--- config.mk ---
export PLATFORM = sky130hd
export DESIGN_NAME = tw_master
export DESIGN_NICKNAME = d
export VERILOG_FILES = /design/src/tw_line_mon.v /design/src/tw_master.v
export VERILOG_INCLUDE_DIRS = /design/src
export SDC_FILE = /design/constraint.sdc
export NUM_CORES = 1
export LEC_CHECK = 0
export BUFFER_PORTS_ARGS = -buffer_cell sky130_fd_sc_hd__buf_2
export CAP_MARGIN = 20
export CELL_PAD_IN_SITES_DETAIL_PLACEMENT = 1
export CELL_PAD_IN_SITES_GLOBAL_PLACEMENT = 1
export CORE_ASPECT_RATIO = 1.5
export CORE_UTILIZATION = 48
export CTS_BUF_LIST = sky130_fd_sc_hd__clkbuf_2
export DETAILED_ROUTE_END_ITERATION = 7
export GPL_TIMING_DRIVEN = 0
export PLACE_DENSITY = 0.91
export RECOVER_POWER = 50
export SYNTH_ARGS = -nofsm -noshare
export SYNTH_HDL_FRONTEND = slang
export SYNTH_SLANG_ARGS = --single-unit
--- constraint.sdc ---
create_clock -name clk -period 4.1 [get_ports clk]
set_clock_uncertainty 0.2 [all_clocks]
set_input_delay 0.82 -clock clk [delete_from_list [all_inputs] [get_ports clk]]
set_output_delay 0.82 -clock clk [all_outputs]
set_load 0.01 [all_outputs]
--- src/tw_regs.vh ---
// Register map, field positions, status codes and timing for the
// two-wire master transmitter. Included by the master design file only.
`ifndef TW_REGS_VH
`define TW_REGS_VH

// Register indices on the plain register port
`define TW_ADDR_CTRL 2'h0
`define TW_ADDR_STAT 2'h1
`define TW_ADDR_DATA 2'h2

// Control register fields
`define TW_B_FLAG 7
`define TW_B_ACK 6
`define TW_B_START 5
`define TW_B_STOP 4
`define TW_B_WCOL 3
`define TW_B_EN 2
`define TW_B_IE 0

// Reset values
`define TW_CTRL_RST 8'h00
`define TW_DATA_RST 8'hFF
`define TW_PRESC_RST 3'h0

// Status codes, prescaler bits excluded
`define TW_ST_NONE 8'hF8
`define TW_ST_START 8'h08
`define TW_ST_RSTART 8'h10
`define TW_ST_AW_ACK 8'h18
`define TW_ST_AW_NACK 8'h20
`define TW_ST_DT_ACK 8'h28
`define TW_ST_DT_NACK 8'h30
`define TW_ST_ARB 8'h38
`define TW_ST_AR_ACK 8'h40
`define TW_ST_AR_NACK 8'h48
`define TW_ST_DR_ACK 8'h50
`define TW_ST_DR_NACK 8'h58

// Operating modes shown on the mode output
`define TW_MODE_SLAVE 2'h0
`define TW_MODE_MT 2'h1
`define TW_MODE_MR 2'h2

// Half period of the serial clock, and its length in system clocks
`define TW_CLK_NS 8
`define TW_HALF_NS 5000
`define TW_HALF_CYC ((`TW_HALF_NS + `TW_CLK_NS - 1) / `TW_CLK_NS)

`endif

--- src/tw_line_mon.v ---
// Line monitor: synchronises the two bus lines and tracks bus busy.
// Assumes raw pin levels from outside the clk domain.
`timescale 1ns/1ps
module tw_line_mon
(
  input wire clk,
  input wire rst,
  input wire scl_in,
  input wire sda_in,
  output wire scl_s,
  output wire sda_s,
  output wire bus_free
);

  reg scl_meta_reg;
  reg scl_sync_reg;
  reg sda_meta_reg;
  reg sda_sync_reg;
  reg sda_prev_reg;
  reg busy_reg;

  always @(posedge clk or posedge rst)
  begin
    if (rst)
    begin
      scl_meta_reg <= 1'b1;
      scl_sync_reg <= 1'b1;
      sda_meta_reg <= 1'b1;
      sda_sync_reg <= 1'b1;
      sda_prev_reg <= 1'b1;
      busy_reg <= 1'b0;
    end
    else
    begin
      scl_meta_reg <= scl_in;
      scl_sync_reg <= scl_meta_reg;
      sda_meta_reg <= sda_in;
      sda_sync_reg <= sda_meta_reg;
      sda_prev_reg <= sda_sync_reg;
      // Falling data with clock high is a START, rising is a STOP
      if (scl_sync_reg && sda_prev_reg && !sda_sync_reg)
        busy_reg <= 1'b1;
      else if (scl_sync_reg && !sda_prev_reg && sda_sync_reg)
        busy_reg <= 1'b0;
    end
  end

  assign scl_s = scl_sync_reg;
  assign sda_s = sda_sync_reg;
  assign bus_free = !busy_reg && scl_sync_reg && sda_sync_reg;

endmodule

--- src/tw_master.v ---
// Two-wire master transmitter: byte-level engine, control, status and
// data registers on a plain strobe port, open-drain bus pins.
// Assumes pull-ups on both lines and a register master that never waits.
//
// Decided for this implementation: the register offsets and the address-and-strobe port.
`timescale 1ns/1ps
`include "tw_regs.vh"

// What this block does
// - Mode output tracks master transmit, master receive or unaddressed slave.
// - While the completion flag is set, the bus stays suspended.
// - Flag clear with start issues START once the bus is idle.
// - After START the flag sets with status 0x08.
// - Address direction bit selects master transmit or master receive mode.
// - After write address and acknowledge, flag sets with 0x18, 0x20 or 0x38.
// - Data write with flag low is dropped and sets write collision.
// - Flag clear with stop issues a STOP condition.
// - Repeated START reports 0x10 and keeps the bus for any address.
// - In 0x10 a read address is sent and receive mode entered.
// - In 0x18 a plain flag clear sends the loaded byte.
// - In 0x20 the same choices as after an acknowledged address apply.
// - Acknowledged data byte sets the flag with status 0x28.
// - Unacknowledged data byte sets 0x30 with the same choices.
// - Start gives repeated START, stop gives STOP, both give STOP then START.
// - Lost arbitration reports 0x38; clear releases bus or retries START.
module tw_master
#(
  parameter HALF_CYC = `TW_HALF_CYC
)
(
  input wire clk,
  input wire rst,
  input wire [1:0] addr,
  input wire [7:0] wr_data,
  input wire wr_en,
  input wire rd_en,
  output reg [7:0] rd_data,
  input wire scl_in,
  output wire scl_out,
  output wire scl_oe_n,
  input wire sda_in,
  output wire sda_out,
  output wire sda_oe_n,
  output wire irq,
  output wire [1:0] mode
);

  localparam S_IDLE = 4'h0;
  localparam S_START = 4'h1;
  localparam S_SLOW = 4'h2;
  localparam S_HOLD = 4'h3;
  localparam S_BLOW = 4'h4;
  localparam S_BHIGH = 4'h5;
  localparam S_RS1 = 4'h6;
  localparam S_RS2 = 4'h7;
  localparam S_P1 = 4'h8;
  localparam S_P2 = 4'h9;
  localparam S_P3 = 4'hA;
  localparam S_LOST = 4'hB;

  localparam [15:0] HALF_LAST = HALF_CYC - 1;
  localparam [15:0] HALF_MID = HALF_CYC / 2;

  wire scl_s;
  wire sda_s;
  wire bus_free;

  reg [3:0] st_reg;
  reg [15:0] tmr_reg;
  reg [3:0] bit_reg;
  reg [7:0] shift_reg;
  reg samp_reg;
  reg rx_reg;
  reg addr_phase_reg;
  reg addr_rd_reg;
  reg rs_reg;
  reg pend_start_reg;
  reg flag_reg;
  reg ack_en_reg;
  reg start_reg;
  reg stop_reg;
  reg wcol_reg;
  reg en_reg;
  reg ie_reg;
  reg [7:0] data_reg;
  reg [7:0] code_reg;
  reg [2:0] presc_reg;
  reg [1:0] mode_reg;
  reg drv_scl;
  reg drv_sda;

  tw_line_mon u_mon
  (
    .clk(clk),
    .rst(rst),
    .scl_in(scl_in),
    .sda_in(sda_in),
    .scl_s(scl_s),
    .sda_s(sda_s),
    .bus_free(bus_free)
  );

  wire ctrl_wr = wr_en && (addr == `TW_ADDR_CTRL);
  wire stat_wr = wr_en && (addr == `TW_ADDR_STAT);
  wire data_wr = wr_en && (addr == `TW_ADDR_DATA);
  wire flag_clr = ctrl_wr && wr_data[`TW_B_FLAG];
  wire cmd = flag_clr && wr_data[`TW_B_EN];
  wire cmd_sta = wr_data[`TW_B_START];
  wire cmd_sto = wr_data[`TW_B_STOP];

  wire half_done = (tmr_reg == HALF_LAST);
  wire tx_bit = (bit_reg < 4'h8) && !rx_reg;
  wire samp = (st_reg == S_BHIGH) && scl_s && (tmr_reg == HALF_MID);
  // A released one read back as zero means another master won
  wire lost = samp && tx_bit && shift_reg[7] && !sda_s;
  wire bend = (st_reg == S_BHIGH) && scl_s && half_done &&
    (bit_reg == 4'h8);
  wire flag_set = ((st_reg == S_SLOW) && half_done) || bend || lost;

  // Bus drive for each state; a one on the line is a release
  always @*
  begin
    drv_scl = 1'b0;
    drv_sda = 1'b0;
    case (st_reg)
      S_START:
        drv_sda = 1'b1;
      S_SLOW:
      begin
        drv_scl = 1'b1;
        drv_sda = 1'b1;
      end
      S_HOLD:
        drv_scl = 1'b1;
      S_BLOW:
      begin
        drv_scl = 1'b1;
        if (bit_reg < 4'h8)
          drv_sda = !rx_reg && !shift_reg[7];
        else
          drv_sda = rx_reg && ack_en_reg;
      end
      S_BHIGH:
      begin
        if (bit_reg < 4'h8)
          drv_sda = !rx_reg && !shift_reg[7];
        else
          drv_sda = rx_reg && ack_en_reg;
      end
      S_RS1:
        drv_scl = 1'b1;
      S_P1:
      begin
        drv_scl = 1'b1;
        drv_sda = 1'b1;
      end
      S_P2:
        drv_sda = 1'b1;
      default:
      begin
        drv_scl = 1'b0;
        drv_sda = 1'b0;
      end
    endcase
  end

  assign scl_out = 1'b0;
  assign sda_out = 1'b0;
  assign scl_oe_n = !drv_scl;
  assign sda_oe_n = !drv_sda;
  assign irq = flag_reg && ie_reg;
  assign mode = mode_reg;

  // Control, data and status registers seen by software
  always @(posedge clk or posedge rst)
  begin
    if (rst)
    begin
      flag_reg <= 1'b0;
      ack_en_reg <= 1'b0;
      start_reg <= 1'b0;
      stop_reg <= 1'b0;
      wcol_reg <= 1'b0;
      en_reg <= 1'b0;
      ie_reg <= 1'b0;
      data_reg <= `TW_DATA_RST;
      presc_reg <= `TW_PRESC_RST;
      rd_data <= 8'h00;
    end
    else
    begin
      // Hardware set wins over a clear in the same cycle
      if (flag_set)
        flag_reg <= 1'b1;
      else if (flag_clr)
        flag_reg <= 1'b0;
      if (ctrl_wr)
      begin
        ack_en_reg <= wr_data[`TW_B_ACK];
        start_reg <= wr_data[`TW_B_START];
        stop_reg <= wr_data[`TW_B_STOP];
        en_reg <= wr_data[`TW_B_EN];
        ie_reg <= wr_data[`TW_B_IE];
      end
      else if ((st_reg == S_P3) && half_done)
        stop_reg <= 1'b0;
      if (stat_wr)
        presc_reg <= wr_data[2:0];
      if (data_wr && !flag_reg)
        wcol_reg <= 1'b1;
      else if (data_wr)
        wcol_reg <= 1'b0;
      if (bend && rx_reg)
        data_reg <= shift_reg;
      else if (data_wr && flag_reg)
        data_reg <= wr_data;
      if (rd_en)
      begin
        if (addr == `TW_ADDR_CTRL)
          rd_data <= {flag_reg, ack_en_reg, start_reg, stop_reg,
            wcol_reg, en_reg, 1'b0, ie_reg};
        else if (addr == `TW_ADDR_STAT)
          rd_data <= {code_reg[7:3], presc_reg};
        else if (addr == `TW_ADDR_DATA)
          rd_data <= data_reg;
        else
          rd_data <= 8'h00;
      end
      else
        rd_data <= 8'h00;
    end
  end

  // Byte engine
  always @(posedge clk or posedge rst)
  begin
    if (rst)
    begin
      st_reg <= S_IDLE;
      tmr_reg <= 16'h0000;
      bit_reg <= 4'h0;
      shift_reg <= 8'h00;
      samp_reg <= 1'b1;
      rx_reg <= 1'b0;
      addr_phase_reg <= 1'b0;
      addr_rd_reg <= 1'b0;
      rs_reg <= 1'b0;
      pend_start_reg <= 1'b0;
      code_reg <= `TW_ST_NONE;
      mode_reg <= `TW_MODE_SLAVE;
    end
    else if (!en_reg)
    begin
      // Disabled: release the bus and forget any pending work, but keep
      // a start from the very write that turns the unit on
      st_reg <= S_IDLE;
      tmr_reg <= 16'h0000;
      pend_start_reg <= cmd && cmd_sta;
      code_reg <= `TW_ST_NONE;
      mode_reg <= `TW_MODE_SLAVE;
    end
    else
    begin
      if (half_done)
        tmr_reg <= 16'h0000;
      else if ((st_reg == S_BHIGH || st_reg == S_RS2 || st_reg == S_P2) &&
        !scl_s)
        tmr_reg <= 16'h0000; // Stretched clock: wait for the line
      else if (st_reg != S_IDLE && st_reg != S_HOLD && st_reg != S_LOST)
        tmr_reg <= tmr_reg + 16'h0001;
      if (cmd && cmd_sta && (st_reg == S_IDLE))
        pend_start_reg <= 1'b1;
      case (st_reg)
        S_IDLE:
        begin
          tmr_reg <= 16'h0000;
          if (pend_start_reg && bus_free)
          begin
            st_reg <= S_START;
            pend_start_reg <= 1'b0;
            rs_reg <= 1'b0;
          end
        end
        S_START:
          if (half_done)
            st_reg <= S_SLOW;
        S_SLOW:
          if (half_done)
          begin
            st_reg <= S_HOLD;
            addr_phase_reg <= 1'b1;
            if (rs_reg)
              code_reg <= `TW_ST_RSTART;
            else
              code_reg <= `TW_ST_START;
          end
        S_HOLD:
          if (cmd && !flag_set)
          begin
            tmr_reg <= 16'h0000;
            if (cmd_sto)
            begin
              st_reg <= S_P1;
              pend_start_reg <= cmd_sta;
            end
            else if (cmd_sta)
              st_reg <= S_RS1;
            else
            begin
              st_reg <= S_BLOW;
              bit_reg <= 4'h0;
              shift_reg <= data_reg;
              addr_rd_reg <= data_reg[0];
              rx_reg <= !addr_phase_reg && (mode_reg == `TW_MODE_MR);
            end
          end
        S_BLOW:
          if (half_done)
            st_reg <= S_BHIGH;
        S_BHIGH:
        begin
          if (lost)
          begin
            st_reg <= S_LOST;
            code_reg <= `TW_ST_ARB;
            mode_reg <= `TW_MODE_SLAVE;
          end
          else if (samp)
            samp_reg <= sda_s;
          if (!lost && scl_s && half_done)
          begin
            if (bit_reg == 4'h8)
            begin
              st_reg <= S_HOLD;
              addr_phase_reg <= 1'b0;
              if (addr_phase_reg && addr_rd_reg)
              begin
                mode_reg <= `TW_MODE_MR;
                code_reg <= samp_reg ? `TW_ST_AR_NACK : `TW_ST_AR_ACK;
              end
              else if (addr_phase_reg)
              begin
                mode_reg <= `TW_MODE_MT;
                code_reg <= samp_reg ? `TW_ST_AW_NACK : `TW_ST_AW_ACK;
              end
              else if (rx_reg)
                code_reg <= ack_en_reg ? `TW_ST_DR_ACK : `TW_ST_DR_NACK;
              else
                code_reg <= samp_reg ? `TW_ST_DT_NACK : `TW_ST_DT_ACK;
            end
            else
            begin
              st_reg <= S_BLOW;
              bit_reg <= bit_reg + 4'h1;
              shift_reg <= {shift_reg[6:0], samp_reg};
            end
          end
        end
        S_RS1:
          if (half_done)
            st_reg <= S_RS2;
        S_RS2:
          if (scl_s && half_done)
          begin
            st_reg <= S_START;
            rs_reg <= 1'b1;
          end
        S_P1:
          if (half_done)
            st_reg <= S_P2;
        S_P2:
          if (scl_s && half_done)
            st_reg <= S_P3;
        S_P3:
          if (half_done)
          begin
            st_reg <= S_IDLE;
            code_reg <= `TW_ST_NONE;
            mode_reg <= `TW_MODE_SLAVE;
          end
        S_LOST:
          if (cmd && !flag_set)
          begin
            st_reg <= S_IDLE;
            pend_start_reg <= cmd_sta;
            code_reg <= `TW_ST_NONE;
          end
        default:
          st_reg <= S_IDLE;
      endcase
    end
  end

endmodule

# Word-level counts from Yosys, hierarchy flattened
# Cells that the tools add are included.
[op_classes]
mux = 91
eq_ne = 42
add_sub_neg = 2
mul = 0
n_bitwise = 3
n_shift = 0
reduce_logical = 77
div_mod_pow = 0
n_lt_le_gt_ge = 1
[ops]
columns = ["operator", "n"]
rows = [
  ["8-bit 2-to-1 mux", 18],
  ["4-bit 2-to-1 mux", 22],
  ["16-bit 2-to-1 mux", 5],
  ["4-bit one-hot mux with 12 select lines", 1],
  ["1-bit logical AND", 39],
  ["16-bit one-hot mux with 2 select lines", 1],
  ["8-bit one-hot mux with 4 select lines", 1],
  ["3-bit != test (second input constant)", 8],
  ["1-bit 2-to-1 mux", 21],
  ["7-bit 2-to-1 mux", 3],
  ["4-bit equality test (second input constant)", 5],
  ["16-bit by 1-bit adder with 16-bit output (second input constant)", 1],
  ["16-bit by 10-bit equality test with 1-bit output (second input constant)", 1],
  ["16-bit by 9-bit equality test with 1-bit output (second input constant)", 1],
  ["4-bit by 3-bit equality test with 1-bit output (second input constant)", 4],
  ["2-bit 2-to-1 mux", 8],
  ["8-bit one-hot mux with 2 select lines", 1],
  ["2-bit nonzero test", 8],
  ["1-bit zero test", 12],
  ["12-bit AND reduction", 1],
  ["4-bit AND reduction", 3],
  ["5-bit 2-to-1 mux", 2],
  ["2-bit != test (second input constant)", 5],
  ["5-bit AND reduction", 2],
  ["29 further kinds", 43],
]
[word_totals]
latchBits = 0
ram_bits = 0
romBits = 0
ff_bits = 80
in_bits = 16
mem_count = 0
out_inout_bits = 15

# Depth between registers and ports, before layout
# Gate-level depths: netlist of the first run.
[depth]
ltp_word = 13
mapped_depth = 10
ltp_nobuf = 8

# By module
# Synthesis of the first run repeated with hierarchy kept, for this count alone.
[unflattened]
hier_cells = 483
area_unflattened_um2 = 4436.8
[by_module_without_submodules]
columns = ["mod", "area_each_um2", "cells_each", "seq_area_each_um2", "n_inst"]
rows = [
  ["tw_master", 4251.6, 470, 1794.2, 1],
  ["tw_line_mon", 185.2, 13, 156.4, 1],
]

# Least setup slack after synthesis of the first run
# No wires, ideal clock.
[synth_timing]
kind = "flip-flop to flip-flop"
from = "register tmr_reg[11]"
to = "register st_reg[3]"
setup_time_ps = 138
period_less_slack_ps = 2947
n_path_buf = 0
path_stages_with_launch = 7
path_slack_ps = 1153
arrival_ps = 2609
path_cell_list = "dfrtp_1 -> or4_4 -> or3_4 -> or4_4 -> a211o_1 -> o311ai_1 -> o41ai_2"
[synth_via]
elab_chain_cells = 11
word_cells_on_any_way = 32
[synth_rtl]
columns = ["item", "line", "source"]
rows = [
  ["from (decl)", "tw_master.v:69", "reg [15:0] tmr_reg;"],
  ["from (signal assigned)", "tw_master.v:270", "tmr_reg <= tmr_reg + 16'h0001;"],
  ["16-bit by 9-bit equality test with 1-bit output", "tw_master.v:113", "wire samp = (st_reg == S_BHIGH) && scl_s && (tmr_reg == HALF_MID);"],
  ["1-bit logical AND", "tw_master.v:113", ""],
  ["1-bit logical AND (3 in series)", "tw_master.v:115", "wire lost = samp && tx_bit && shift_reg[7] && !sda_s;"],
  ["1-bit zero test", "tw_master.v:330", "if (!lost && scl_s && half_done)"],
  ["1-bit logical AND (2 in series)", "tw_master.v:330", ""],
  ["4-bit 2-to-1 mux", "tw_master.v:330", ""],
  ["4-bit one-hot mux with 12 select lines", "tw_master.v:273", "case (st_reg)"],
  ["4-bit 2-to-1 mux", "tw_master.v:252", "else if (!en_reg)"],
  ["to (signal assigned)", "tw_master.v:256", "st_reg <= S_IDLE;"],
  ["to (signal assigned)", "tw_master.v:279", "st_reg <= S_START;"],
  ["to (signal assigned)", "tw_master.v:334", "st_reg <= S_HOLD;"],
  ["to (decl)", "tw_master.v:68", "reg [3:0] st_reg;"],
]
# Parallel ways exist; a longest one is shown, timed or not.
# A chain may end at the register's enable or synchronous reset.

# Final worst setup path of the first run
[layout_timing]
from = "register st_reg[3]"
to = "output port sda_oe_n"
[layout_via]
elab_chain_cells = 4
word_cells_on_any_way = 10
[layout_rtl]
columns = ["item", "line", "source"]
rows = [
  ["from (signal assigned)", "tw_master.v:239", "st_reg <= S_IDLE;"],
  ["from (signal assigned)", "tw_master.v:256", ""],
  ["from (signal assigned)", "tw_master.v:279", ""],
  ["4-bit by 2-bit equality test with 1-bit output (tied with other cells)", "tw_master.v:125", "case (st_reg)"],
  ["4-bit OR reduction (no line) / 2-bit OR reduction (equally long branches)", "--", ""],
  ["1-bit one-hot mux with 2 select lines *", "tw_master.v:125", ""],
  ["1-bit zero test *", "tw_master.v:170", "assign sda_oe_n = !drv_sda;"],
  ["to (decl)", "tw_master.v:43", "output wire sda_oe_n,"],
]
# Mark *: on every way between the ends. The rest lies on a longest branch, timed or not.

==> qor.yml, run 1 <==
status: "finished clean"
core_um2: 8516
final_common_cell: "dfrtp_1"
worst_pin_slew_ns: 1.275
area_growth_pct: 9.506
grtUsageMet2_pct: 54.84
ys_seq_elements: 77
antennaDiodeCount: 0
min_period_over_period_pct: 82.97
leakagePower_nw: 1.985
routed-via-count: 3755
cp-end-kind: "output pin"
ys_warn_count: 0
cts_tree: "built"
irDropWorstVdd_uv: 204.7
finalWirelength_um: 12210
drc: 0
drive_above_1_share_pct: 16.02
grt_use_met3_pct: 3.876
grt_max_degree: 53
rsz0062_at_grt: "no"
gr-total-overflow: 0
max_stage_delay_ns: 0.48
top_level_ports: 31
layout_common_cells: "dfrtp_1 (58), nor2_1 (53), nand2_1 (52)"
required_ns: 3.08
die_y_um: 117.3
worst_ep_arrival_time_ns: 2.38
maxCapViolCount: 0
grt_pass1_wl_um: 19690
finalSetupTns_ns: 0
synth-async-reset-ratio_pct: 100.0
dieWidth_um: 78.85
port_buffers: 28
critical_path.max_fanout: 10
crit_path_cell_trace: "clkbuf_1 > buf_1 > nor2_1 > o32a_1 > buf_2"
syn_area_per_cell_um2: 9.163
powerDensity_nw_per_um2: 365.8
grt.busiest_layer: "met2"
fmax_mhz: 294.0
setup_viol: 0
critPathKind: "reg2out"
largest_reg_flops: 16
utilization_pct: 54.67
syn-instance-count: 464
cts_sinks: 77
yosysSeqAreaShare_pct: 45.88
critPathBufInv: 3
gp_congestion: 0.9920
vias_per_cell: 6.066
root_buffer: "clkbuf_2"
dpl.hpwl_um: 9320
cts_setup_buffers: 0
cts_buffers: 9
first_pass_iters: 4
grt_usage_pct: 28.52
startpoint_type: "flop"
cp_top_family: "buffers and inverters"
grt_pass1_vias: 3993
use_met1_pct: 28.73
synth-edff-count: 0
period_minus_slack_ns: 3.402
initial_core_util_pct: 49.93
clkLatencyLatePin_ns: 0.57
h-tree-depth: 3
clkTransAtPathRegs_ns: 0.18
finalNetCount: 527
ctsLongestPathBuffers: 2
drv_slew: 0
ant_nets: 0
dieArea_um2: 9246
ctsResizeCount: 0
hold_path_class: "in2reg"
timing.slew.headroom_pct: 14.97
hold_viol: 0
grt_antenna_before_repair: 0
wire_per_inst_um: 19.73
drt_iter0_drc: 165
synthDistinctLibCells: 65
synthFlopType: "dfrtp_1"
rows: 41
syn_area_um2: 4252
crit_slowest_cell: "dfrtp_1"
power breakdown:
group / total [mW] / switching [mW] / internal, mW / leakage [nW]
Combinational: 0.277 / 0.156 / 0.122 / 0.948
Sequential: 1.01 / 0.103 / 0.905 / 0.963
Clock: 0.417 / 0.274 / 0.143 / 0.0733
routing by layer:
metal,wire length (um),vias to the layer above,part of all wire (%)
met2,6813,78,56
li1,-,1751,-
met4,627,0,5.1
met1,4507,1884,37
met5,0,-,0
met3,263,42,2.2
cells in the mapped netlist, types with 10 or more instances:
library cell	instances	area, um2
nand3_1	18	90.09
o21ai_0	26	130.1
xor2_1	11	96.34
dfrtp_1	58	1451
mux2i_1	14	140.1
inv_1	14	52.55
and2_1	10	62.56
dfstp_2	19	499.2
a21oi_1	27	135.1
nor2_1	53	198.9
clkbuf_1	23	86.33
a31oi_1	18	112.6
nand2_1	52	195.2
final cells by class:
cell class              instances  area, um2
clock inverters                 5      52.55
flip-flops and latches         77       1951
multi-input cells             347       2143
plain buffers                  27      108.9
well taps                     107      133.9
fillers                      1014       3860
inverters                      14      53.80
repair buffers                 31      157.7
clock buffers                  11      55.05
logic make-up after synthesis:
logic type | after synthesis | synth area share, %
buf+inv | 41 | 3.796
fa+ha+maj | 4 | 1.177
xor+xnor | 16 | 3.296
other cells | 1 | 0.08820
flops | 77 | 45.88
compound gates | 103 | 15.66
mux | 22 | 5.415
simple gates | 200 | 24.69
what timing repair did:
item | 4_1_cts | 5_1_grt
hold endpoints to repair | 17 | 0
endpoints found under the setup margin | 0 | 0
hold buffers | 1 | 0
worst register-to-register path, cell delays in order (launching register included):
cell and delay (ns):
dfrtp_1 0.47, or4_4 0.59, nor4_1 0.83, o21ai_0 0.26
a211o_1 0.37, nand2b_4 0.20, o41ai_2 0.31
worst paths after layout:
path / startpoint / slack, ns / depth (start not counted) / to
max: st_reg[3] / 0.70 / 5 / sda_oe_n
min: sda_in / 0.14 / 1 / u_mon.sda_meta_reg
max reg2reg: tmr_reg[11] / 0.78 / 6 / st_reg[3]
min reg2reg: u_mon.sda_meta_reg / 0.17 / 0 / u_mon.sda_s
max in group asynchronous: rst / 1.14 / 4 / flag_reg
min in group asynchronous: rst / 0.78 / 3 / tmr_reg[10]
through the flow:
stage	area, um2	power (mW)	worst slack, ns	instances	hold WS, ns
6_report	4656	1.703	0.6984	619	0.1400
4_1_cts	4677	1.722	0.6846	618	0.1087
5_1_grt	4656	1.793	0.5194	619	0.08794
2_1_floorplan	4255	1.176	1.145	465	0.1452
3_5_place_dp	4559	1.305	0.6043	601	0.1469
3_3_place_gp	4529	1.274	0.2604	600	0.1470
Power figures use the tool's default switching activity.
==> run 2, diff against run 1 <==
--- a/config.mk
+++ b/config.mk
@@ -6,16 +6,17 @@
 export SDC_FILE = /design/constraint.sdc
 export NUM_CORES = 1
 export LEC_CHECK = 0
+export ABC_AREA = 1
 export BUFFER_PORTS_ARGS = -buffer_cell sky130_fd_sc_hd__buf_2
 export CAP_MARGIN = 20
 export CELL_PAD_IN_SITES_DETAIL_PLACEMENT = 1
 export CELL_PAD_IN_SITES_GLOBAL_PLACEMENT = 1
 export CORE_ASPECT_RATIO = 1.5
-export CORE_UTILIZATION = 48
+export CORE_UTILIZATION = 47
 export CTS_BUF_LIST = sky130_fd_sc_hd__clkbuf_2
 export DETAILED_ROUTE_END_ITERATION = 7
 export GPL_TIMING_DRIVEN = 0
-export PLACE_DENSITY = 0.91
+export PLACE_DENSITY = 0.92
 export RECOVER_POWER = 50
 export SYNTH_ARGS = -nofsm -noshare
 export SYNTH_HDL_FRONTEND = slang
==> constraint.sdc (replaced) <==
create_clock -name clk -period 3.21 [get_ports clk]
set_clock_uncertainty 0.2 [all_clocks]
set_input_delay 0.642 -clock clk [delete_from_list [all_inputs] [get_ports clk]]
set_output_delay 0.642 -clock clk [all_outputs]
set_load 0.01 [all_outputs]
==> qor.yml, run 2 <==
status: "finished clean"
min-delay-start: "wr_data[3]"
ant_nets: 0
seqCellArea_um2: 1951
cts_tree: "built"
dieArea_um2: 10340
synth-edff-count: 0
ctsResizeCount: 0
syn_area_per_cell_um2: 7.684
ctsLongestPathBuffers: 2
gr-total-overflow: 0
area_growth_pct: 9.952
max_stage_delay_ns: 0.50
worst_ep_arrival_time_ns: 2.02
crit_slowest_cell: "dfrtp_1"
critical_path.max_fanout: 6
finalWirelength_um: 13870
min_period_over_period_pct: 89.11
ys_seq_elements: 77
combPwrFrac_pct: 36.6
syn_area_um2: 4664
critical_path.startpoint: "st_reg[1]"
yosysSeqAreaShare_pct: 41.82
hold_viol: 0
synthTopCellsByArea: "dfrtp_1 (31%), dfstp_2 (11%), nand2_1 (10%)"
largest_reg_flops: 16
core_um2: 9689
gp_congestion: 0.9183
setup_viol: 0
fillers: 1268
vias_per_cell: 5.636
synth_top_area_cell: "dfrtp_1"
rsz0062_at_grt: "no"
critPathKind: "reg2out"
root_buffer: "clkbuf_2"
finalSetupTns_ns: 0
startpoint_type: "flop"
irDropWorstVdd_uv: 440.3
grt_pass1_vias: 4631
swShare_pct: 41.91
cp-end-kind: "output pin"
seqPwrFrac_pct: 44.1
top_level_ports: 31
reg2reg_from: "tmr_reg[0]"
synth-async-reset-ratio_pct: 100.0
port_buffers: 28
dpl.hpwl_um: 10620
final_common_cell: "nand2_1"
powerDensity_nw_per_um2: 596.6
synthTopCellsByCount: "nand2_1 (125), inv_1 (101), dfrtp_1 (58)"
drc: 0
synthFlopType: "dfrtp_1"
ys_warn_count: 0
drive_above_1_share_pct: 18.75
timing.slew.headroom_pct: 10.43
rows: 44
leakagePower_nw: 2.516
drt_iter0_drc: 191
maxCapViolCount: 0
clkLatencyLatePin_ns: 0.60
die_y_um: 124.0
drv_slew: 0
grt_max_degree: 51
clkPwrFrac_pct: 19.4
dieWidth_um: 83.34
initial_core_util_pct: 48.14
power.switching_mw: 1.282
first_pass_iters: 4
cts_buffers: 9
synth_top_area_share_pct: 31.12
syn-instance-count: 607
grt_pass1_wl_um: 22750
synthDistinctLibCells: 46
worst_pin_slew_ns: 1.336
grt_usage_pct: 28.63
grt_antenna_before_repair: 0
ctsHoldBuffers: 3
finalNetCount: 671
layout_common_cells: "nand2_1 (126), inv_1 (100), dfrtp_1 (58)"
routed-via-count: 4345
internal_power_mw: 1.778
crit_path_cell_trace: "inv_1 > nor2_2 > nand2_1 > nand3_1 > a31oi_1 > buf_2"
yosysMostFrequentCell: "nand2_1"
fmax_mhz: 349.6
required_ns: 2.37
h-tree-depth: 3
cts_setup_buffers: 0
wire_per_inst_um: 17.99
cts_sinks: 77
hold_path_class: "in2reg"
clkTransAtPathRegs_ns: 0.27
period_minus_slack_ns: 2.860
hold_ws_ns: 0.09755
antennaDiodeCount: 0
multi_input_area_um2: 2218
[run 2: cell count changes in the layout (fill, tap and decap cells not counted), moves of 14 or more]
cell / previous run / this run
inv_1: 13 / 100
nand2_1: 52 / 126
nand3_1: 18 / 47
clkbuf_1: 25 / 6
o21ai_0: 26 / 44
a21oi_1: 27 / 11
a31oi_1: 18 / 4
mux2i_1: 14 / 0
[run 2: cells by family (layout without fill, tap and decap cells)]
kind of cell	count (synthesis)	in the layout	synth area share [%]
xor gates and xnor gates	7	7	1.314
buffers and inverters	119	167	10.60
AOI/OAI and AO/OA	98	98	13.17
other	1	2	0.08039
adders and majority gates	4	4	1.073
DFF	77	77	41.82
muxes	1	1	0.2414
and+or+nand+nor	300	300	31.71
[run 2: power groups by stage]
stage	Sequential [mW]	Combinational [mW]	Clock, mW
floorplan	1.33	0.801	0
global placement	1.36	1.05	0
detailed placement	1.37	1.11	0
CTS	1.35	1.13	0.604
global route	1.37	1.25	0.641
finish	1.35	1.12	0.593
[run 2: path summary, 6_finish.rpt]
kind,end,slack [ns],cells after the start
min in group asynchronous,tmr_reg[3],0.64,3
max,sda_oe_n,0.35,6
min,data_reg[3],0.1,3
max in group asynchronous,code_reg[7],1.30,4
min reg2reg,u_mon.scl_s,0.18,0
max reg2reg,data_reg[5],0.44,9
[run 2: per-stage QoR]
stage	util [%]	cells	total power, mW	setup slack, ns	area (um2)
after floorplan	-	608	2.129	0.4328	4668
after global placement	51.11	751	2.408	-0.5609	4952
after detailed placement	51.42	752	2.476	0.3032	4982
after CTS	53.00	771	3.079	0.3450	5135
after global routing	52.93	771	3.258	0.2085	5129
final	52.93	771	3.060	0.3496	5129
[run 2: area by class of cell]
type | count | share of cell area (%)
plain buffers | 12 | 1.708
repair buffers | 32 | 3.855
well taps | 115 | 2.806
multi-input cells | 412 | 43.25
clock inverters | 7 | 1.513
inverters | 107 | 7.953
flip-flops and latches | 77 | 38.03
clock buffers | 9 | 0.8783
[run 2: routing by layer]
metal / vias up / part of all wire [%] / global-route usage (%)
met5: - / 0 / 0
met4: 0 / 6.5 / 22.20
met3: 53 / 3.0 / 3.645
met2: 107 / 55 / 54.15
met1: 2138 / 36 / 28.44
li1: 2047 / - / -
[run 2: worst max-delay path, delay by kind of cell (launching register included)]
| kind | cells | cell delay [ns] |
|---|---|---|
| AOI/OAI and AO/OA | 1 | 0.06 |
| and+or+nand+nor | 3 | 0.57 |
| DFF | 1 | 0.50 |
| buffers and inverters | 2 | 0.31 |
==> run 3, diff against run 2 <==
--- a/config.mk
+++ b/config.mk
@@ -8,16 +8,16 @@
 export LEC_CHECK = 0
 export ABC_AREA = 1
 export BUFFER_PORTS_ARGS = -buffer_cell sky130_fd_sc_hd__buf_2
-export CAP_MARGIN = 20
 export CELL_PAD_IN_SITES_DETAIL_PLACEMENT = 1
 export CELL_PAD_IN_SITES_GLOBAL_PLACEMENT = 1
-export CORE_ASPECT_RATIO = 1.5
-export CORE_UTILIZATION = 47
+export CORE_ASPECT_RATIO = 0.5
+export CORE_UTILIZATION = 46
 export CTS_BUF_LIST = sky130_fd_sc_hd__clkbuf_2
 export DETAILED_ROUTE_END_ITERATION = 7
 export GPL_TIMING_DRIVEN = 0
-export PLACE_DENSITY = 0.92
+export PLACE_DENSITY = 0.91
 export RECOVER_POWER = 50
 export SYNTH_ARGS = -nofsm -noshare
 export SYNTH_HDL_FRONTEND = slang
+export SYNTH_HIERARCHICAL = 1
 export SYNTH_SLANG_ARGS = --single-unit
==> qor.yml, run 3 <==
routed-via-count: 4323
port_buffers: 28
h-tree-depth: 3
syn_area_per_cell_um2: 7.286
hold_path_depth: 3
gr-total-overflow: 0
vias_per_cell: 5.364
grt_pass1_wl_um: 22610
synthFlopType: "dfrtp_1"
ctsLongestPathBuffers: 2
dieArea_um2: 10260
stdcell_count: 806
critPathBufInv: 1
drive_above_1_share_pct: 12.84
max_stage_delay_ns: 0.49
ys_seq_elements: 77
synthTopCellsByCount: "nand2_1 (148), inv_1 (93), nor2_1 (77)"
first_pass_iters: 4
drv_slew: 0
grt_max_degree: 49
finalNetCount: 685
status: "finished clean"
drc: 0
rsz0062_at_grt: "no"
utilization_pct: 52.50
r2r_cells: 11
synthTopCellsByArea: "dfrtp_1 (32%), nand2_1 (12%), dfstp_2 (11%)"
die_y_um: 72.13
root_buffer: "clkbuf_2"
worst_pin_slew_ns: 1.223
clkLatencyLatePin_ns: 0.56
initial_core_util_pct: 47.58
critPathKind: "reg2out"
period_minus_slack_ns: 3.086
min-delay-start: "wr_data[3]"
hold_path_class: "in2reg"
ctsResizeCount: 0
core_um2: 9509
finalWirelength_um: 13480
maxCapViolCount: 0
synth_top_area_cell: "dfrtp_1"
rows: 25
cts_tree: "built"
area_growth_pct: 10.34
ys_warn_count: 6
synth-edff-count: 0
largest_reg_flops: 16
syn_area_um2: 4524
dpl.hpwl_um: 10370
cp_top_family: "simple AND/OR/NAND/NOR gates"
yosysMostFrequentCell: "nand2_1"
clkTransAtPathRegs_ns: 0.23
gp_congestion: 0.9177
powerDensity_nw_per_um2: 611.6
irDropWorstVdd_uv: 159.9
startpoint_type: "flop"
crit_slowest_cell: "dfrtp_1"
cp-end-kind: "output pin"
grt_antenna_before_repair: 1
dieWidth_um: 142.3
cts_setup_buffers: 0
critical_path.max_fanout: 5
hold_viol: 0
crit_path_cell_trace: "or2_2 > or2_2 > a211oi_1 > nor4_1 > buf_2"
grt_pass1_vias: 4645
grt_usage_pct: 28.72
required_ns: 2.37
leakagePower_nw: 2.419
top_level_ports: 31
final_common_cell: "nand2_1"
synthDistinctLibCells: 45
cts_buffers: 9
ant_nets: 0
layout_common_cells: "nand2_1 (148), inv_1 (92), nor2_1 (78)"
setup_viol: 0
min_period_over_period_pct: 96.15
wire_per_inst_um: 16.72
yosysSeqAreaShare_pct: 43.11
worst_ep_arrival_time_ns: 2.24
syn-instance-count: 621
critical_path.startpoint: "bit_reg[3]"
drt_iter0_drc: 199
reg2reg_from: "u_mon/scl_s"
path_common_cell: "or2_2"
dp_cells: 786
fillers: 1327
synth-async-reset-ratio_pct: 100.0
fmax_mhz: 324.0
cts_sinks: 77
timing.slew.headroom_pct: 18.48
critical_path_depth: 5
synth_top_area_share_pct: 32.08
## run 3: cell types whose count changed in the layout (fill, tap and decap cells not counted), moves of 8 or more
cell	previous run	this run
nor2_1	57	78
o21ai_0	44	52
nand2_1	126	148
inv_1	100	92
nor2_2	10	2
## run 3: path summary, 6_finish.rpt
kind / slack [ns] / end
hold / removal: 0.13 / data_reg[3]
setup / recovery: 0.12 / sda_oe_n
setup reg to reg: 0.31 / tmr_reg[1]
min in group asynchronous: 0.36 / u_mon/busy_reg
max in group asynchronous: 0.50 / presc_reg[1]
hold reg to reg: 0.18 / u_mon/sda_s
## run 3: metal layers
metal,vias to the layer above,track usage (%),wire (um)
li1,2091,-,-
met1,2115,35.98,6169
met2,94,50.76,6449
met3,23,5.941,639
met4,0,8.244,218
met5,-,0,0
## run 3: kinds of logic (layout without fill, tap and decap cells)
kind of cell | after synthesis | in the layout | share of synthesized area, %
xor gates and xnor gates | 10 | 10 | 1.936
buffers and inverters | 108 | 156 | 9.707
and+or+nand+nor | 319 | 319 | 30.53
other | 1 | 3 | 0.08289
AOI/OAI and AO/OA | 100 | 100 | 13.05
muxes | 2 | 2 | 0.4701
adders and majority gates | 4 | 4 | 1.106
DFF | 77 | 77 | 43.11
## run 3: power by group
| group | switching [mW] | internal (mW) |
|---|---|---|
| Sequential | 0.165 | 1.22 |
| Combinational | 0.737 | 0.358 |
| Clock | 0.381 | 0.188 |
## run 3: per-stage QoR
step / worst slack, ns / setup TNS [ns] / total power [mW] / hold slack [ns] / instance area, um2
after floorplan: 0.5946 / 0 / 2.131 / 0.1452 / 4528
after global placement: -0.3864 / -21.57 / 2.436 / 0.1453 / 4837
after detailed placement: -0.04206 / -0.2859 / 2.501 / 0.1510 / 4867
after CTS: 0.1486 / 0 / 3.065 / 0.1135 / 5019
after global routing: 0.01325 / 0 / 3.271 / 0.09399 / 4992
final: 0.1235 / 0 / 3.053 / 0.1342 / 4992
## run 3: area by class of cell
cell class / count / area [um2] / area share [%]
well taps: 135 / 168.9 / 3.383
diodes: 1 / 2.502 / 0.05013
inverters: 97 / 365.4 / 7.318
multi-input cells: 437 / 2136 / 42.78
plain buffers: 11 / 75.07 / 1.504
repair buffers: 32 / 172.7 / 3.459
flip-flops and latches: 77 / 1951 / 39.07
clock buffers: 10 / 50.05 / 1.003
clock inverters: 6 / 71.32 / 1.429
## run 3: what timing repair did
item,4_1_cts,5_1_grt
setup endpoints to repair,0,0
hold endpoints to repair,26,0
hold buffers,3,0
## run 3: worst register-to-register path: stages, from the launching register on
cell and delay (ns):
dfstp_1 0.73, nand2_1 0.08, nor2_1 0.13, nand2_1 0.07, nor2_1 0.19, nand3_1 0.32
nand4_2 0.27, nand2_1 0.16, o21ai_2 0.13, nand2_1 0.19, buf_2 0.24, a21oi_1 0.14
